===== src/gate_pkg.sv =====
package gate_pkg;
    localparam int ADDR_W = 8;
    localparam logic [7:0] OFF_CTRL = 8'h00;
    localparam logic [7:0] OFF_STATUS = 8'h04;
    localparam logic [7:0] OFF_PRIV = 8'h08;
    localparam logic [7:0] OFF_GSEL = 8'h0C;
    localparam logic [7:0] OFF_GOFF_LO = 8'h10;
    localparam logic [7:0] OFF_GOFF_HI = 8'h14;
    localparam logic [7:0] OFF_SS = 8'h18;
    localparam logic [7:0] OFF_SP_LO = 8'h1C;
    localparam logic [7:0] OFF_SP_HI = 8'h20;
    localparam logic [7:0] OFF_CS = 8'h24;
    localparam logic [7:0] OFF_IP_LO = 8'h28;
    localparam logic [7:0] OFF_IP_HI = 8'h2C;
    localparam logic [7:0] OFF_STK_BASE = 8'h30;
    localparam logic [7:0] OFF_STK_END = 8'h5C;
    localparam logic [1:0] STK_WORD_LO = 2'h0;
    localparam logic [1:0] STK_WORD_HI = 2'h1;
    localparam logic [1:0] STK_WORD_SEL = 2'h2;
    localparam int CTRL_START = 0;
    localparam int CTRL_LONG = 1;
    localparam int CTRL_JUMP = 2;
    localparam int CTRL_CONF = 3;
    localparam int CTRL_GATE32 = 4;
    localparam int CTRL_TGT64 = 5;
    localparam int PRIV_CUR = 0;
    localparam int PRIV_REQ = 2;
    localparam int PRIV_GATE = 4;
    localparam int PRIV_TGT = 6;
    localparam int PRIV_CNT = 8;
    localparam int ST_BUSY = 0;
    localparam int ST_DONE = 1;
    localparam int ST_FAULT = 2;
    localparam int ST_FAILED = 4;
    localparam int ST_PRIV = 8;
    localparam logic [1:0] SHIFT_16 = 2'h1;
    localparam logic [1:0] SHIFT_32 = 2'h2;
    localparam logic [1:0] SHIFT_64 = 2'h3;
    localparam logic [15:0] NULL_SEL = 16'h0000;
    localparam logic [2:0] ALL_PASS = 3'h7;
    typedef enum logic [3:0] {
        P_IDLE, P_CHECK, P_PUSH_SS, P_PUSH_SP, P_READ, P_PUSH_PARAM, P_PUSH_CS, P_PUSH_IP, P_COMMIT
    } phase_t;
endpackage : gate_pkg


===== src/priv_check_if.sv =====
interface priv_check_if;
    logic [1:0] current_privilege_level;
    logic [1:0] requested_privilege;
    logic [1:0] gate_priv;
    logic [1:0] target_priv;
    logic is_jump;
    logic conforming;
    logic [2:0] pass;
    modport chk (input current_privilege_level, requested_privilege, gate_priv, target_priv,
        is_jump, conforming, output pass);
    modport req (output current_privilege_level, requested_privilege, gate_priv, target_priv,
        is_jump, conforming, input pass);
endinterface : priv_check_if


===== src/gate_priv_check.sv =====
module gate_priv_check (
    priv_check_if.chk pc
);
    assign pc.pass[0] = pc.current_privilege_level <= pc.gate_priv;
    assign pc.pass[1] = pc.requested_privilege <= pc.gate_priv;
    // a jump never raises privilege, so a nonconforming target must match exactly
    assign pc.pass[2] = (pc.is_jump && !pc.conforming)
        ? (pc.current_privilege_level == pc.target_priv)
        : (pc.current_privilege_level >= pc.target_priv);
endmodule : gate_priv_check


===== src/call_gate_unit.sv =====
// Operation
// - long mode needs 64-bit target code segment
// - long mode target address is gate offset
// - three privilege checks before loading code selector
// - current privilege at most gate privilege
// - requested privilege at most gate privilege
// - call or conforming jump: current at least target
// - nonconforming jump: current equals target privilege
// - any failed check denies entry
// - privilege change switches to new stack
// - legacy: target privilege selects stack entry
// - legacy: load new stack, push old one
// - legacy: copy gate count parameters
// - parameter width four or two bytes
// - legacy: push return, load gate target
// - long: target privilege selects 64-bit pointer
// - long: stack selector becomes null
// - stack selector requested privilege equals new
// - long: push old selector and pointer
// - long: push return, load gate target
// - long pushes eight bytes each
// - long mode ignores count, copies nothing
// - long entries hold pointer only
// - long: 16-bit gates illegal
//
// The APB interface to the registers and the register offsets are this design's own decisions.
module call_gate_unit
    import gate_pkg::*;
(
    input wire logic mclk,
    input wire logic sys_rst,
    input wire logic psel,
    input wire logic penable,
    input wire logic pwrite,
    input wire logic [ADDR_W-1:0] paddr,
    input wire logic [31:0] pwdata,
    output logic [31:0] prdata,
    output logic pready,
    output logic pslverr,
    output logic mem_req,
    output logic mem_we,
    output logic [63:0] mem_addr,
    output logic [63:0] mem_wdata,
    output logic [3:0] mem_size,
    input wire logic mem_ready,
    input wire logic [63:0] mem_rdata,
    output logic gate_busy,
    output logic gate_fault
);
    typedef struct packed {
        phase_t phase;
        logic long_mode;
        logic is_jump;
        logic conforming;
        logic gate32;
        logic tgt64;
        logic [1:0] current_privilege_level;
        logic [1:0] requested_privilege;
        logic [1:0] gpriv;
        logic [1:0] tpriv;
        logic [4:0] count;
        logic [15:0] gsel;
        logic [63:0] goff;
        logic [15:0] ss;
        logic [63:0] sp;
        logic [15:0] cs;
        logic [63:0] ip;
        logic [2:0][63:0] lvl_sp;
        logic [2:0][15:0] lvl_sel;
        logic busy;
        logic done;
        logic fault;
        logic [2:0] failed;
        logic change;
        logic [1:0] new_priv;
        logic [63:0] wsp;
        logic [4:0] idx;
        logic [63:0] pdata;
        logic mem_req;
        logic mem_we;
        logic [63:0] mem_addr;
        logic [63:0] mem_wdata;
        logic [3:0] mem_size;
        logic [31:0] rdata;
        logic slverr;
    } state_t;

    state_t state_reg;
    state_t state_next;
    priv_check_if pc ();

    gate_priv_check u_check (
        .pc(pc.chk)
    );

    assign pc.current_privilege_level = state_reg.current_privilege_level;
    assign pc.requested_privilege = state_reg.requested_privilege;
    assign pc.gate_priv = state_reg.gpriv;
    assign pc.target_priv = state_reg.tpriv;
    assign pc.is_jump = state_reg.is_jump;
    assign pc.conforming = state_reg.conforming;

    // push width as a shift: long 8 bytes, else by gate size
    function automatic logic [1:0] push_shift(input logic long_mode, input logic gate32);
        if (long_mode)
            push_shift = SHIFT_64;
        else
            push_shift = gate32 ? SHIFT_32 : SHIFT_16;
    endfunction : push_shift

    function automatic logic [63:0] entry_sp(input state_t s, input logic [1:0] lvl);
        case (lvl)
            2'h0: entry_sp = s.lvl_sp[0];
            2'h1: entry_sp = s.lvl_sp[1];
            default: entry_sp = s.lvl_sp[2];
        endcase
    endfunction : entry_sp

    function automatic logic [15:0] entry_sel(input state_t s, input logic [1:0] lvl);
        case (lvl)
            2'h0: entry_sel = s.lvl_sel[0];
            2'h1: entry_sel = s.lvl_sel[1];
            default: entry_sel = s.lvl_sel[2];
        endcase
    endfunction : entry_sel

    always_comb
    begin
        logic [1:0] sh;
        logic [63:0] psz;
        logic [63:0] pval;
        phase_t after;
        logic [1:0] lvl;
        logic stk_hit;
        logic [63:0] apb_sp;
        logic [63:0] tgt_sp;
        logic [15:0] tgt_sel;
        state_next = state_reg;
        sh = push_shift(state_reg.long_mode, state_reg.gate32);
        psz = 64'h1 << sh;
        pval = 64'h0;
        after = P_IDLE;
        lvl = 2'(paddr[5:4] - OFF_STK_BASE[5:4]);
        stk_hit = (paddr >= OFF_STK_BASE) && (paddr <= OFF_STK_END) && (paddr[3:2] != 2'h3)
            && (paddr[1:0] == 2'h0);
        apb_sp = entry_sp(state_reg, lvl);
        tgt_sp = entry_sp(state_reg, state_reg.tpriv);
        tgt_sel = entry_sel(state_reg, state_reg.tpriv);

        // setup phase: latch read data and error so the access phase answers from flops
        if (psel && !penable)
        begin
            state_next.slverr = 1'b0;
            state_next.rdata = 32'h0;
            case (paddr)
                OFF_CTRL: state_next.rdata = {26'h0, state_reg.tgt64, state_reg.gate32,
                    state_reg.conforming, state_reg.is_jump, state_reg.long_mode, 1'b0};
                OFF_STATUS: state_next.rdata = {22'h0, state_reg.current_privilege_level, 1'b0,
                    state_reg.failed, 1'b0, state_reg.fault, state_reg.done, state_reg.busy};
                OFF_PRIV: state_next.rdata = {19'h0, state_reg.count, state_reg.tpriv,
                    state_reg.gpriv, state_reg.requested_privilege,
                    state_reg.current_privilege_level};
                OFF_GSEL: state_next.rdata = {16'h0, state_reg.gsel};
                OFF_GOFF_LO: state_next.rdata = state_reg.goff[31:0];
                OFF_GOFF_HI: state_next.rdata = state_reg.goff[63:32];
                OFF_SS: state_next.rdata = {16'h0, state_reg.ss};
                OFF_SP_LO: state_next.rdata = state_reg.sp[31:0];
                OFF_SP_HI: state_next.rdata = state_reg.sp[63:32];
                OFF_CS: state_next.rdata = {16'h0, state_reg.cs};
                OFF_IP_LO: state_next.rdata = state_reg.ip[31:0];
                OFF_IP_HI: state_next.rdata = state_reg.ip[63:32];
                default:
                begin
                    if (stk_hit && paddr[3:2] == STK_WORD_LO)
                        state_next.rdata = apb_sp[31:0];
                    else if (stk_hit && paddr[3:2] == STK_WORD_HI)
                        state_next.rdata = apb_sp[63:32];
                    else if (stk_hit)
                        state_next.rdata = {16'h0, entry_sel(state_reg, lvl)};
                    else
                        state_next.slverr = 1'b1;
                end
            endcase
        end

        // configuration is frozen while a transfer runs
        if (psel && penable && pwrite && !state_reg.busy)
        begin
            case (paddr)
                OFF_CTRL:
                begin
                    state_next.long_mode = pwdata[CTRL_LONG];
                    state_next.is_jump = pwdata[CTRL_JUMP];
                    state_next.conforming = pwdata[CTRL_CONF];
                    state_next.gate32 = pwdata[CTRL_GATE32];
                    state_next.tgt64 = pwdata[CTRL_TGT64];
                    if (pwdata[CTRL_START])
                    begin
                        state_next.phase = P_CHECK;
                        state_next.busy = 1'b1;
                        state_next.done = 1'b0;
                        state_next.fault = 1'b0;
                        state_next.failed = 3'h0;
                    end
                end
                OFF_PRIV:
                begin
                    state_next.current_privilege_level = pwdata[PRIV_CUR +: 2];
                    state_next.requested_privilege = pwdata[PRIV_REQ +: 2];
                    state_next.gpriv = pwdata[PRIV_GATE +: 2];
                    state_next.tpriv = pwdata[PRIV_TGT +: 2];
                    state_next.count = pwdata[PRIV_CNT +: 5];
                end
                OFF_GSEL: state_next.gsel = pwdata[15:0];
                OFF_GOFF_LO: state_next.goff[31:0] = pwdata;
                OFF_GOFF_HI: state_next.goff[63:32] = pwdata;
                OFF_SS: state_next.ss = pwdata[15:0];
                OFF_SP_LO: state_next.sp[31:0] = pwdata;
                OFF_SP_HI: state_next.sp[63:32] = pwdata;
                OFF_CS: state_next.cs = pwdata[15:0];
                OFF_IP_LO: state_next.ip[31:0] = pwdata;
                OFF_IP_HI: state_next.ip[63:32] = pwdata;
                default:
                begin
                    if (stk_hit && paddr[3:2] == STK_WORD_LO)
                        state_next.lvl_sp[lvl][31:0] = pwdata;
                    else if (stk_hit && paddr[3:2] == STK_WORD_HI)
                        state_next.lvl_sp[lvl][63:32] = pwdata;
                    else if (stk_hit && paddr[3:2] == STK_WORD_SEL)
                        state_next.lvl_sel[lvl] = pwdata[15:0];
                end
            endcase
        end

        case (state_reg.phase)
            P_PUSH_SS:
            begin
                pval = {48'h0, state_reg.ss};
                after = P_PUSH_SP;
            end
            P_PUSH_SP:
            begin
                pval = state_reg.long_mode ? state_reg.sp : {32'h0, state_reg.sp[31:0]};
                // long mode never copies parameters
                after = (!state_reg.long_mode && state_reg.count != 5'h0) ? P_READ
                                                                           : P_PUSH_CS;
            end
            P_PUSH_PARAM:
            begin
                pval = state_reg.pdata;
                after = (state_reg.idx == 5'h1) ? P_PUSH_CS : P_READ;
            end
            P_PUSH_CS:
            begin
                pval = {48'h0, state_reg.cs};
                after = P_PUSH_IP;
            end
            P_PUSH_IP:
            begin
                pval = state_reg.long_mode ? state_reg.ip : {32'h0, state_reg.ip[31:0]};
                after = P_COMMIT;
            end
            default:
            begin
                pval = 64'h0;
                after = P_IDLE;
            end
        endcase

        case (state_reg.phase)
            P_IDLE:
            begin
                state_next.mem_req = 1'b0;
            end
            P_CHECK:
            begin
                // all three checks are finished before any selector is touched
                if (pc.pass != ALL_PASS
                    || (state_reg.long_mode && (!state_reg.tgt64 || !state_reg.gate32)))
                begin
                    state_next.fault = 1'b1;
                    state_next.done = 1'b1;
                    state_next.busy = 1'b0;
                    state_next.failed = ~pc.pass;
                    state_next.phase = P_IDLE;
                end
                else if (!state_reg.is_jump && !state_reg.conforming
                    && state_reg.tpriv < state_reg.current_privilege_level)
                begin
                    state_next.change = 1'b1;
                    state_next.new_priv = state_reg.tpriv;
                    state_next.wsp = state_reg.long_mode ? tgt_sp
                        : {32'h0, tgt_sp[31:0]};
                    state_next.idx = state_reg.count;
                    state_next.phase = P_PUSH_SS;
                end
                else
                begin
                    state_next.change = 1'b0;
                    state_next.new_priv = state_reg.current_privilege_level;
                    state_next.wsp = state_reg.sp;
                    state_next.phase = state_reg.is_jump ? P_COMMIT : P_PUSH_CS;
                end
            end
            P_READ:
            begin
                // parameter count lies highest on the old stack and is pushed first
                if (!state_reg.mem_req)
                begin
                    state_next.mem_req = 1'b1;
                    state_next.mem_we = 1'b0;
                    state_next.mem_size = 4'(psz);
                    state_next.mem_addr = {32'h0, state_reg.sp[31:0]}
                        + ({59'h0, 5'(state_reg.idx - 5'h1)} << sh);
                end
                else if (mem_ready)
                begin
                    state_next.mem_req = 1'b0;
                    state_next.pdata = state_reg.gate32 ? {32'h0, mem_rdata[31:0]}
                        : {48'h0, mem_rdata[15:0]};
                    state_next.phase = P_PUSH_PARAM;
                end
            end
            P_COMMIT:
            begin
                state_next.current_privilege_level = state_reg.new_priv;
                state_next.cs = {state_reg.gsel[15:2], state_reg.new_priv};
                if (state_reg.long_mode)
                    state_next.ip = state_reg.goff;
                else if (state_reg.gate32)
                    state_next.ip = {32'h0, state_reg.goff[31:0]};
                else
                    state_next.ip = {48'h0, state_reg.goff[15:0]};
                if (state_reg.change)
                begin
                    state_next.ss = state_reg.long_mode ? {NULL_SEL[15:2], state_reg.new_priv}
                        : {tgt_sel[15:2], state_reg.new_priv};
                end
                state_next.sp = state_reg.wsp;
                state_next.busy = 1'b0;
                state_next.done = 1'b1;
                state_next.phase = P_IDLE;
            end
            default:
            begin
                // every push: hold the request until the memory takes it
                if (!state_reg.mem_req)
                begin
                    state_next.mem_req = 1'b1;
                    state_next.mem_we = 1'b1;
                    state_next.mem_addr = state_reg.wsp - psz;
                    state_next.mem_wdata = pval;
                    state_next.mem_size = 4'(psz);
                end
                else if (mem_ready)
                begin
                    state_next.mem_req = 1'b0;
                    state_next.wsp = state_reg.mem_addr;
                    if (state_reg.phase == P_PUSH_PARAM)
                        state_next.idx = 5'(state_reg.idx - 5'h1);
                    state_next.phase = after;
                end
            end
        endcase
    end

    always_ff @(posedge mclk)
    begin
        if (sys_rst)
            state_reg <= '0;
        else
            state_reg <= state_next;
    end

    assign prdata = state_reg.rdata;
    assign pslverr = psel && penable && state_reg.slverr;
    assign pready = psel && penable;
    assign mem_req = state_reg.mem_req;
    assign mem_we = state_reg.mem_we;
    assign mem_addr = state_reg.mem_addr;
    assign mem_wdata = state_reg.mem_wdata;
    assign mem_size = state_reg.mem_size;
    assign gate_busy = state_reg.busy;
    assign gate_fault = state_reg.fault;
endmodule : call_gate_unit


===== config.mk =====
export PLATFORM = sky130hd
export DESIGN_NAME = call_gate_unit
export DESIGN_NICKNAME = d
export VERILOG_FILES = /design/src/gate_pkg.sv /design/src/priv_check_if.sv /design/src/gate_priv_check.sv /design/src/call_gate_unit.sv
export SDC_FILE = /design/constraint.sdc
export NUM_CORES = 2
export LEC_CHECK = 0
export ABC_AREA = 0
export BUFFER_PORTS_ARGS = -buffer_cell sky130_fd_sc_hd__buf_2
export CORE_AREA = 2 2 345 347
export DETAILED_ROUTE_END_ITERATION = 12
export DIE_AREA = 0 0 347 349
export SLEW_MARGIN = 10
export SYNTH_ARGS = -nofsm -noshare
export SYNTH_HDL_FRONTEND = slang
export SYNTH_SLANG_ARGS = --single-unit

===== constraint.sdc =====
create_clock -name mclk -period 5.85 [get_ports mclk]
set_input_delay 0.8775 -clock mclk [delete_from_list [all_inputs] [get_ports mclk]]
set_output_delay 0.8775 -clock mclk [all_outputs]
set_load 0.01 [all_outputs]

After elaboration in Yosys (flattened, before gate mapping)
Cells that the tools add are included.

Register bits after elaboration: 779. Output and inout bits: 170. Logic and storage cells: 250.

Add/sub/neg operators: 4. Order comparisons: 8. Equal/unequal tests: 29. Shift-type cells: 2. Muxes and demuxes: 87. Bitwise gates (word level): 9. Reduce and logical (&&, ||, !) cells: 69.

Operator list (count): 508-bit 2-to-1 mux (1); 192-bit bitwise mux (2); 192-bit 2-to-1 mux (2); 32-bit one-hot mux with 12 select lines (1); 32-bit 2-to-1 mux (11); 64-bit 2-to-1 mux (5); 64-bit one-hot mux with 5 select lines (1); 64-bit demux with 2-bit select (2); 64-bit one-hot mux with 2 select lines (2); 240-bit 2-to-1 mux (1); 160-bit 2-to-1 mux (1); 48-bit 2-to-1 mux (3); 69-bit 2-to-1 mux (2); 69-bit one-hot mux with 2 select lines (1); 133-bit 2-to-1 mux (1); 65-bit one-hot mux with 2 select lines (1); 16-bit 2-to-1 mux (7); 72-bit 2-to-1 mux (1); 67-bit 2-to-1 mux (1); 65-bit 2-to-1 mux (1); 32-bit by 64-bit adder with 64-bit output (1); 16-bit one-hot mux with 2 select lines (2); 1-bit by 2-bit << shifter with 64-bit output (first input constant) (1); 5-bit by 2-bit << shifter with 64-bit output (1); other kinds (59) (156).

Longest topological paths before layout
Depth after elaboration: 14. Depth in mapped cells: 14. Gate-level depth less buffers: 14.

Cells and area by module
Synthesis repeated with hierarchy kept, for this count alone.

Cell total of the unflattened synthesis: 5239. Area, all modules: 40511.4 um2.

By module, submodules not included: call_gate_unit (instances 1, cells an instance 5218, area an instance 40353.7 um2); gate_priv_check (instances 1, cells an instance 21, area an instance 157.7 um2).

Worst setup path after synthesis
No wires, ideal clock.

Path type: register to register. Start point: register state_reg[231] (netlist bit). End point: register state_reg, in the netlist mem_addr[30]. Arrival time: 3169 ps. Required time: 5774 ps. Path slack: 2605 ps. Stages on the path, launching flop included: 15. Path buffers: 0. Clock period less this slack: 3245 ps. Cell sequence: dfxtp_1 inv_1 ha_1 nand2_1 xor2_1 mux2i_1 nor2_1 a21oi_1 ha_1 nand3_1 nor3_1 o211ai_1 or3_1 a211o_1 a31oi_1.

Cells in the longest elaborated chain, start to end: 5.

RTL lines: start: declaration (RTL line call_gate_unit.sv:88) `state_t state_reg;`; start signal: assignment (RTL line call_gate_unit.sv:372) `state_reg <= state_next;`; 5-bit by 1-bit subtractor with 5-bit output (RTL line call_gate_unit.sv:314) `+ ({59'h0, 5'(state_reg.idx - 5'h1)} << sh);`; 5-bit by 2-bit << shifter with 64-bit output (RTL line call_gate_unit.sv:314); 32-bit by 64-bit adder with 64-bit output (RTL line call_gate_unit.sv:314); 65-bit 2-to-1 mux (RTL line call_gate_unit.sv:308) `if (!state_reg.mem_req)`; 65-bit one-hot mux with 2 select lines (RTL line call_gate_unit.sv:270) `case (state_reg.phase)`.

No other way between the ends. The select of a mux whose other input is x is not followed. A chain may end at the register's enable or synchronous reset.

Worst setup path in the final report
Ends and elaborated chain as after synthesis.

==> results by stage <==
CTS:
- The number of setup buffers added after CTS is 0.
- The number of sinks on the clock net is 779.
- The clock transition time at the flip-flop clock pins of the worst setup and hold paths is 60 ps.
- The root buffer cell is clkbuf_16.
- TritonCTS built the clock tree.
- The later pin in the worst-skew pair is clocked with a latency of just under 700 ps.
- The clock tree synthesis step divided the H-tree into 3 levels.
- The maximum count of clock buffers along a single path is 3.
- The number of buffers inserted by hold repair at cts is 0.
- The number of gates resized after CTS was 0.
- In this run, CTS created clock tree buffers numbering 90.

Setup path:
- STA puts the critical path data arrival time at 5250 ps.
- The element type at the critical path end is a flip-flop.
- In this run the critical register-to-register path is captured at mem_addr[30].
- The highest cell delay on the worst timing path is between 700 and 800 ps.
- The slack of the worst reg-to-reg path is 1190 ps.
- The source of the worst register-to-register timing path is state_reg[231].
- The worst setup path category is flip-flop to flip-flop.
- The sort of element at the start of the critical path is a flip-flop.
- The critical path goes through inv_1, ha_1, nand2_1, xor2_1, mux2i_1, nor2_1, a21oi_1, ha_1, a21oi_1, o21ai_1, o211ai_1, or3_1, a211o_1, a31oi_1.
- STA puts the critical path data required time at 6440 ps.
- For this design, the slowest cell found on the critical path is xor2_1.
- The biggest fanout along the worst timing path is 9.
- The number of cell instances on the worst register-to-register path is 14.

Yosys:
- Sorting the synthesized cells by area gives the leading types as dfxtp_1 38%, nand2_1 8.5%, a21oi_1 6.1%.
- The part of the Yosys area used for sequential elements is 0.3828.
- The number of synthesized flops with an enable pin is 0.
- The Yosys step of the flow raised 0 warnings.
- The post-synthesis instance area is roughly 0.041 mm^2.
- The synthesized instance count is 5191.
- The post-synthesis sequential element count is between 700 and 800.
- A synthesized cell averages about 8 um^2.
- The synthesized design spends more area on one cell type than any other, namely dfxtp_1.
- Counting distinct cell types in the post-synthesis netlist gives 88.
- The share of Yosys cell area claimed by the top area cell type is 0.3828.
- For this run, asynchronously set or reset flops after synthesis account for 0.
- The predominant post-synthesis flop cell is dfxtp_1.

Drt:
- In this run the remaining antenna-violating nets after routing total 0.
- The DRC marker count from the first detailed-route iteration is roughly 6500.
- After detailed routing, the average wire length per cell comes to ~29 um.
- The via count is 40840.
- The detailed-router iteration count before antenna repair is 9.
- The detailed-route vias per instance is 6.168.
- For this run, design rule violations remaining after detail routing come to 0.
- The routed design has 189800 um of wire.

Power:
- The cell leakage power is 15.34 nW.
- Dividing total power by cell area gives a power density of approximately 260 mW/mm^2.
- VDD sags by at most 0.2010 mV.

Global route:
- The number of global-route vias before repair is around 36000.
- Summed over all layers, the global routing overflow is 0.
- The pin count of the biggest net entering global routing is 165.
- The global-route wire length before repair is 265900 um.
- The number of antenna violations at the first check in global routing was 18.
- Across every metal layer, demand over resource in global routing totals 0.2989.

Hold path:
- The depth of the worst hold-timing path is 3.
- The path class of the tightest hold or removal check is input pin to flip-flop.
- The startpoint identified for the worst hold timing path is mem_rdata[3].
- The path with the worst hold slack has its endpoint at state_reg[170].

Place:
- After detailed placement, the design holds a cell count of 6439.
- The congestion estimate from routability-driven global placement came to 1.040.
- The detailed placement HPWL is 130700 um.
- The count of input and output buffers is between 200 and 250.

Floorplanning:
- Measured along the x axis, the die boundary spans 347 um.
- The die is 349 um tall.
- The core region is around 0.12 mm^2.
- The count of boundary I/O pins is 280.
- The die area is 0.1211 mm^2.
- The initial core utilization is 0.3469.
- The floorplan has 126 rows.

STA:
- The clock skew is 29.56 ps.
- Timing would allow up to ~0.21 GHz.
- In this run the tightest slew margin relative to its limit is 0.1127.
- The worst path in the final design needs a cycle of 4657 ps, including I/O delays and setup.
- The final total negative setup slack is 0 ps.
- Dividing the final minimum period by the clock period gives 0.7961.
- For the pin with the worst max-slew slack, the measured transition is 1331 ps.
- Setup violations remaining at the end of the flow were counted as 0.
- The max-slew violation count came to 0.
- Setup repair after global routing left no endpoint under its margin.
- The final-report hold violation count is 0.

Run:
- The number of maximum-capacitance constraint violations is 0.

Layout:
- The number of nets in the layout is 5135.
- The area growth from synthesis to layout is 10.71%.
- The finished layout holds roughly 6600 standard cells, fillers aside.
- The filler cells instantiated in the layout total 12140.
- The proportion of layout cells with a drive suffix above 1 is 0.1469.
- The total area of multi-input combinational cells is 0.02212 mm^2.
- Across the whole layout, storage elements account for 0.01560 mm^2.

Status:
- The flow ran to the end, and the final reports show no timing, DRC or antenna violations.
[per-stage QoR]
step | area [um^2] | utilization | power (mW) | hold slack (ps) | setup WS [ps]
2_1_floorplan | 40750 | - | 5.724 | 427.5 | 2605
3_3_place_gp | 42000 | 0.3576 | 5.972 | 438.0 | 1561
3_5_place_dp | 42000 | 0.3576 | 5.971 | 444.2 | 1530
4_1_cts | 45070 | 0.3837 | 11.85 | 396.3 | 1472
5_1_grt | 45080 | 0.3838 | 12.09 | 426.2 | 1110
6_report | 45100 | 0.3840 | 11.84 | 428.1 | 1193
[per-layer routing]
metal  track usage  vias up  share of wire  wire length [um]
li1              -    17990              -                 -
met1        0.4036    19620           0.40             76020
met2        0.4258     2702           0.41             77090
met3       0.07058      510           0.12             22720
met4        0.1886       14          0.073             13910
met5             0        -        0.00047                89
[cells in the final DEF, fill, tap and decap left out, types with 70 or more instances in the layout]
cell / count
mux2i_1: 214
a211oi_1: 176
o21ai_0: 151
nand2_1: 916
a221oi_1: 97
clkbuf_16: 91
buf_2: 244
buf_4: 115
dfxtp_1: 777
a22oi_1: 213
a21oi_1: 494
nor2_1: 540
nand3_1: 70
[Yosys cell counts (12+ instances only)]
| library cell | count |
|---|---|
| a211oi_1 | 176 |
| nand2b_1 | 13 |
| buf_2 | 44 |
| a311oi_1 | 54 |
| o21ai_0 | 151 |
| mux2_2 | 33 |
| nor4_1 | 22 |
| and3_1 | 12 |
| o221ai_1 | 15 |
| dfxtp_1 | 779 |
| inv_1 | 23 |
| ha_1 | 28 |
| nand2_1 | 918 |
| buf_1 | 30 |
| a22oi_1 | 213 |
| nor2_1 | 551 |
| a21oi_1 | 496 |
| xor2_1 | 46 |
| o21ai_1 | 15 |
| or3_1 | 16 |
| a221oi_1 | 97 |
| nand2_2 | 60 |
| o22ai_1 | 39 |
| clkbuf_1 | 409 |
| a22o_1 | 21 |
| buf_4 | 164 |
| and2_1 | 14 |
| nor3_1 | 73 |
| a222oi_1 | 25 |
| a21oi_2 | 60 |
| o211ai_1 | 43 |
| nand4_1 | 20 |
| o2111ai_1 | 16 |
| xnor2_1 | 32 |
| a31oi_1 | 18 |
| o22a_1 | 16 |
| nand3_1 | 70 |
| mux2i_1 | 214 |
[how the worst max path moves through the flow]
| stage | from | endpoint | slack [ps] | depth (start not counted) |
|---|---|---|---|---|
| 6_report | state_reg[231] | mem_addr[30] | 1190 | 14 |
| 4_1_cts | state_reg[231] | mem_addr[30] | 1470 | 14 |
| 3_3_place_gp | state_reg[231] | mem_addr[30] | 1560 | 14 |
| 3_5_place_dp | state_reg[231] | mem_addr[30] | 1530 | 14 |
| 5_1_grt | state_reg[231] | mem_addr[30] | 1110 | 14 |
| 2_1_floorplan | state_reg[231] | mem_addr[30] | 2610 | 14 |
[area by class of cell]
cell class	count	area share
timing repair buffer	368	0.05010
clock buffer	128	0.05734
multi-input combinational	3731	0.4905
sequential	779	0.3459
tap	1536	0.04261
inverter	25	0.002081
antenna	14	0.0007767
clock inverter	40	0.01071
[logic make-up after synthesis]
logic type | after synthesis | share of synthesized area
multiplexers | 250 | 0.06336
flip-flops | 779 | 0.3828
buffers and inverters | 683 | 0.08126
adder cells (fa/ha/maj) | 30 | 0.009582
AO/OA/AOI/OAI | 1517 | 0.2496
XOR/XNOR | 78 | 0.01677
other | 1 | 0.00009204
AND/OR/NAND/NOR | 1853 | 0.1966
[power breakdown]
| part | leakage (nW) | switching, mW | internal [mW] |
|---|---|---|---|
| sequential | 6.28 | 0.0128 | 5.31 |
| combinational | 7.57 | 0.456 | 0.0990 |
| clock | 1.50 | 2.47 | 3.49 |
| total | 15.3 | 2.94 | 8.90 |
[worst max-delay path, delay by kind of cell (launching register included)]
kind,cells,cell delay (ps)
compound gates,6,1560
xor+xnor,1,730
fa+ha+maj,2,730
buf+inv,1,150
flops,1,620
mux,1,150
simple gates,3,600
Note: power is estimated with default switching activity, not from simulation.
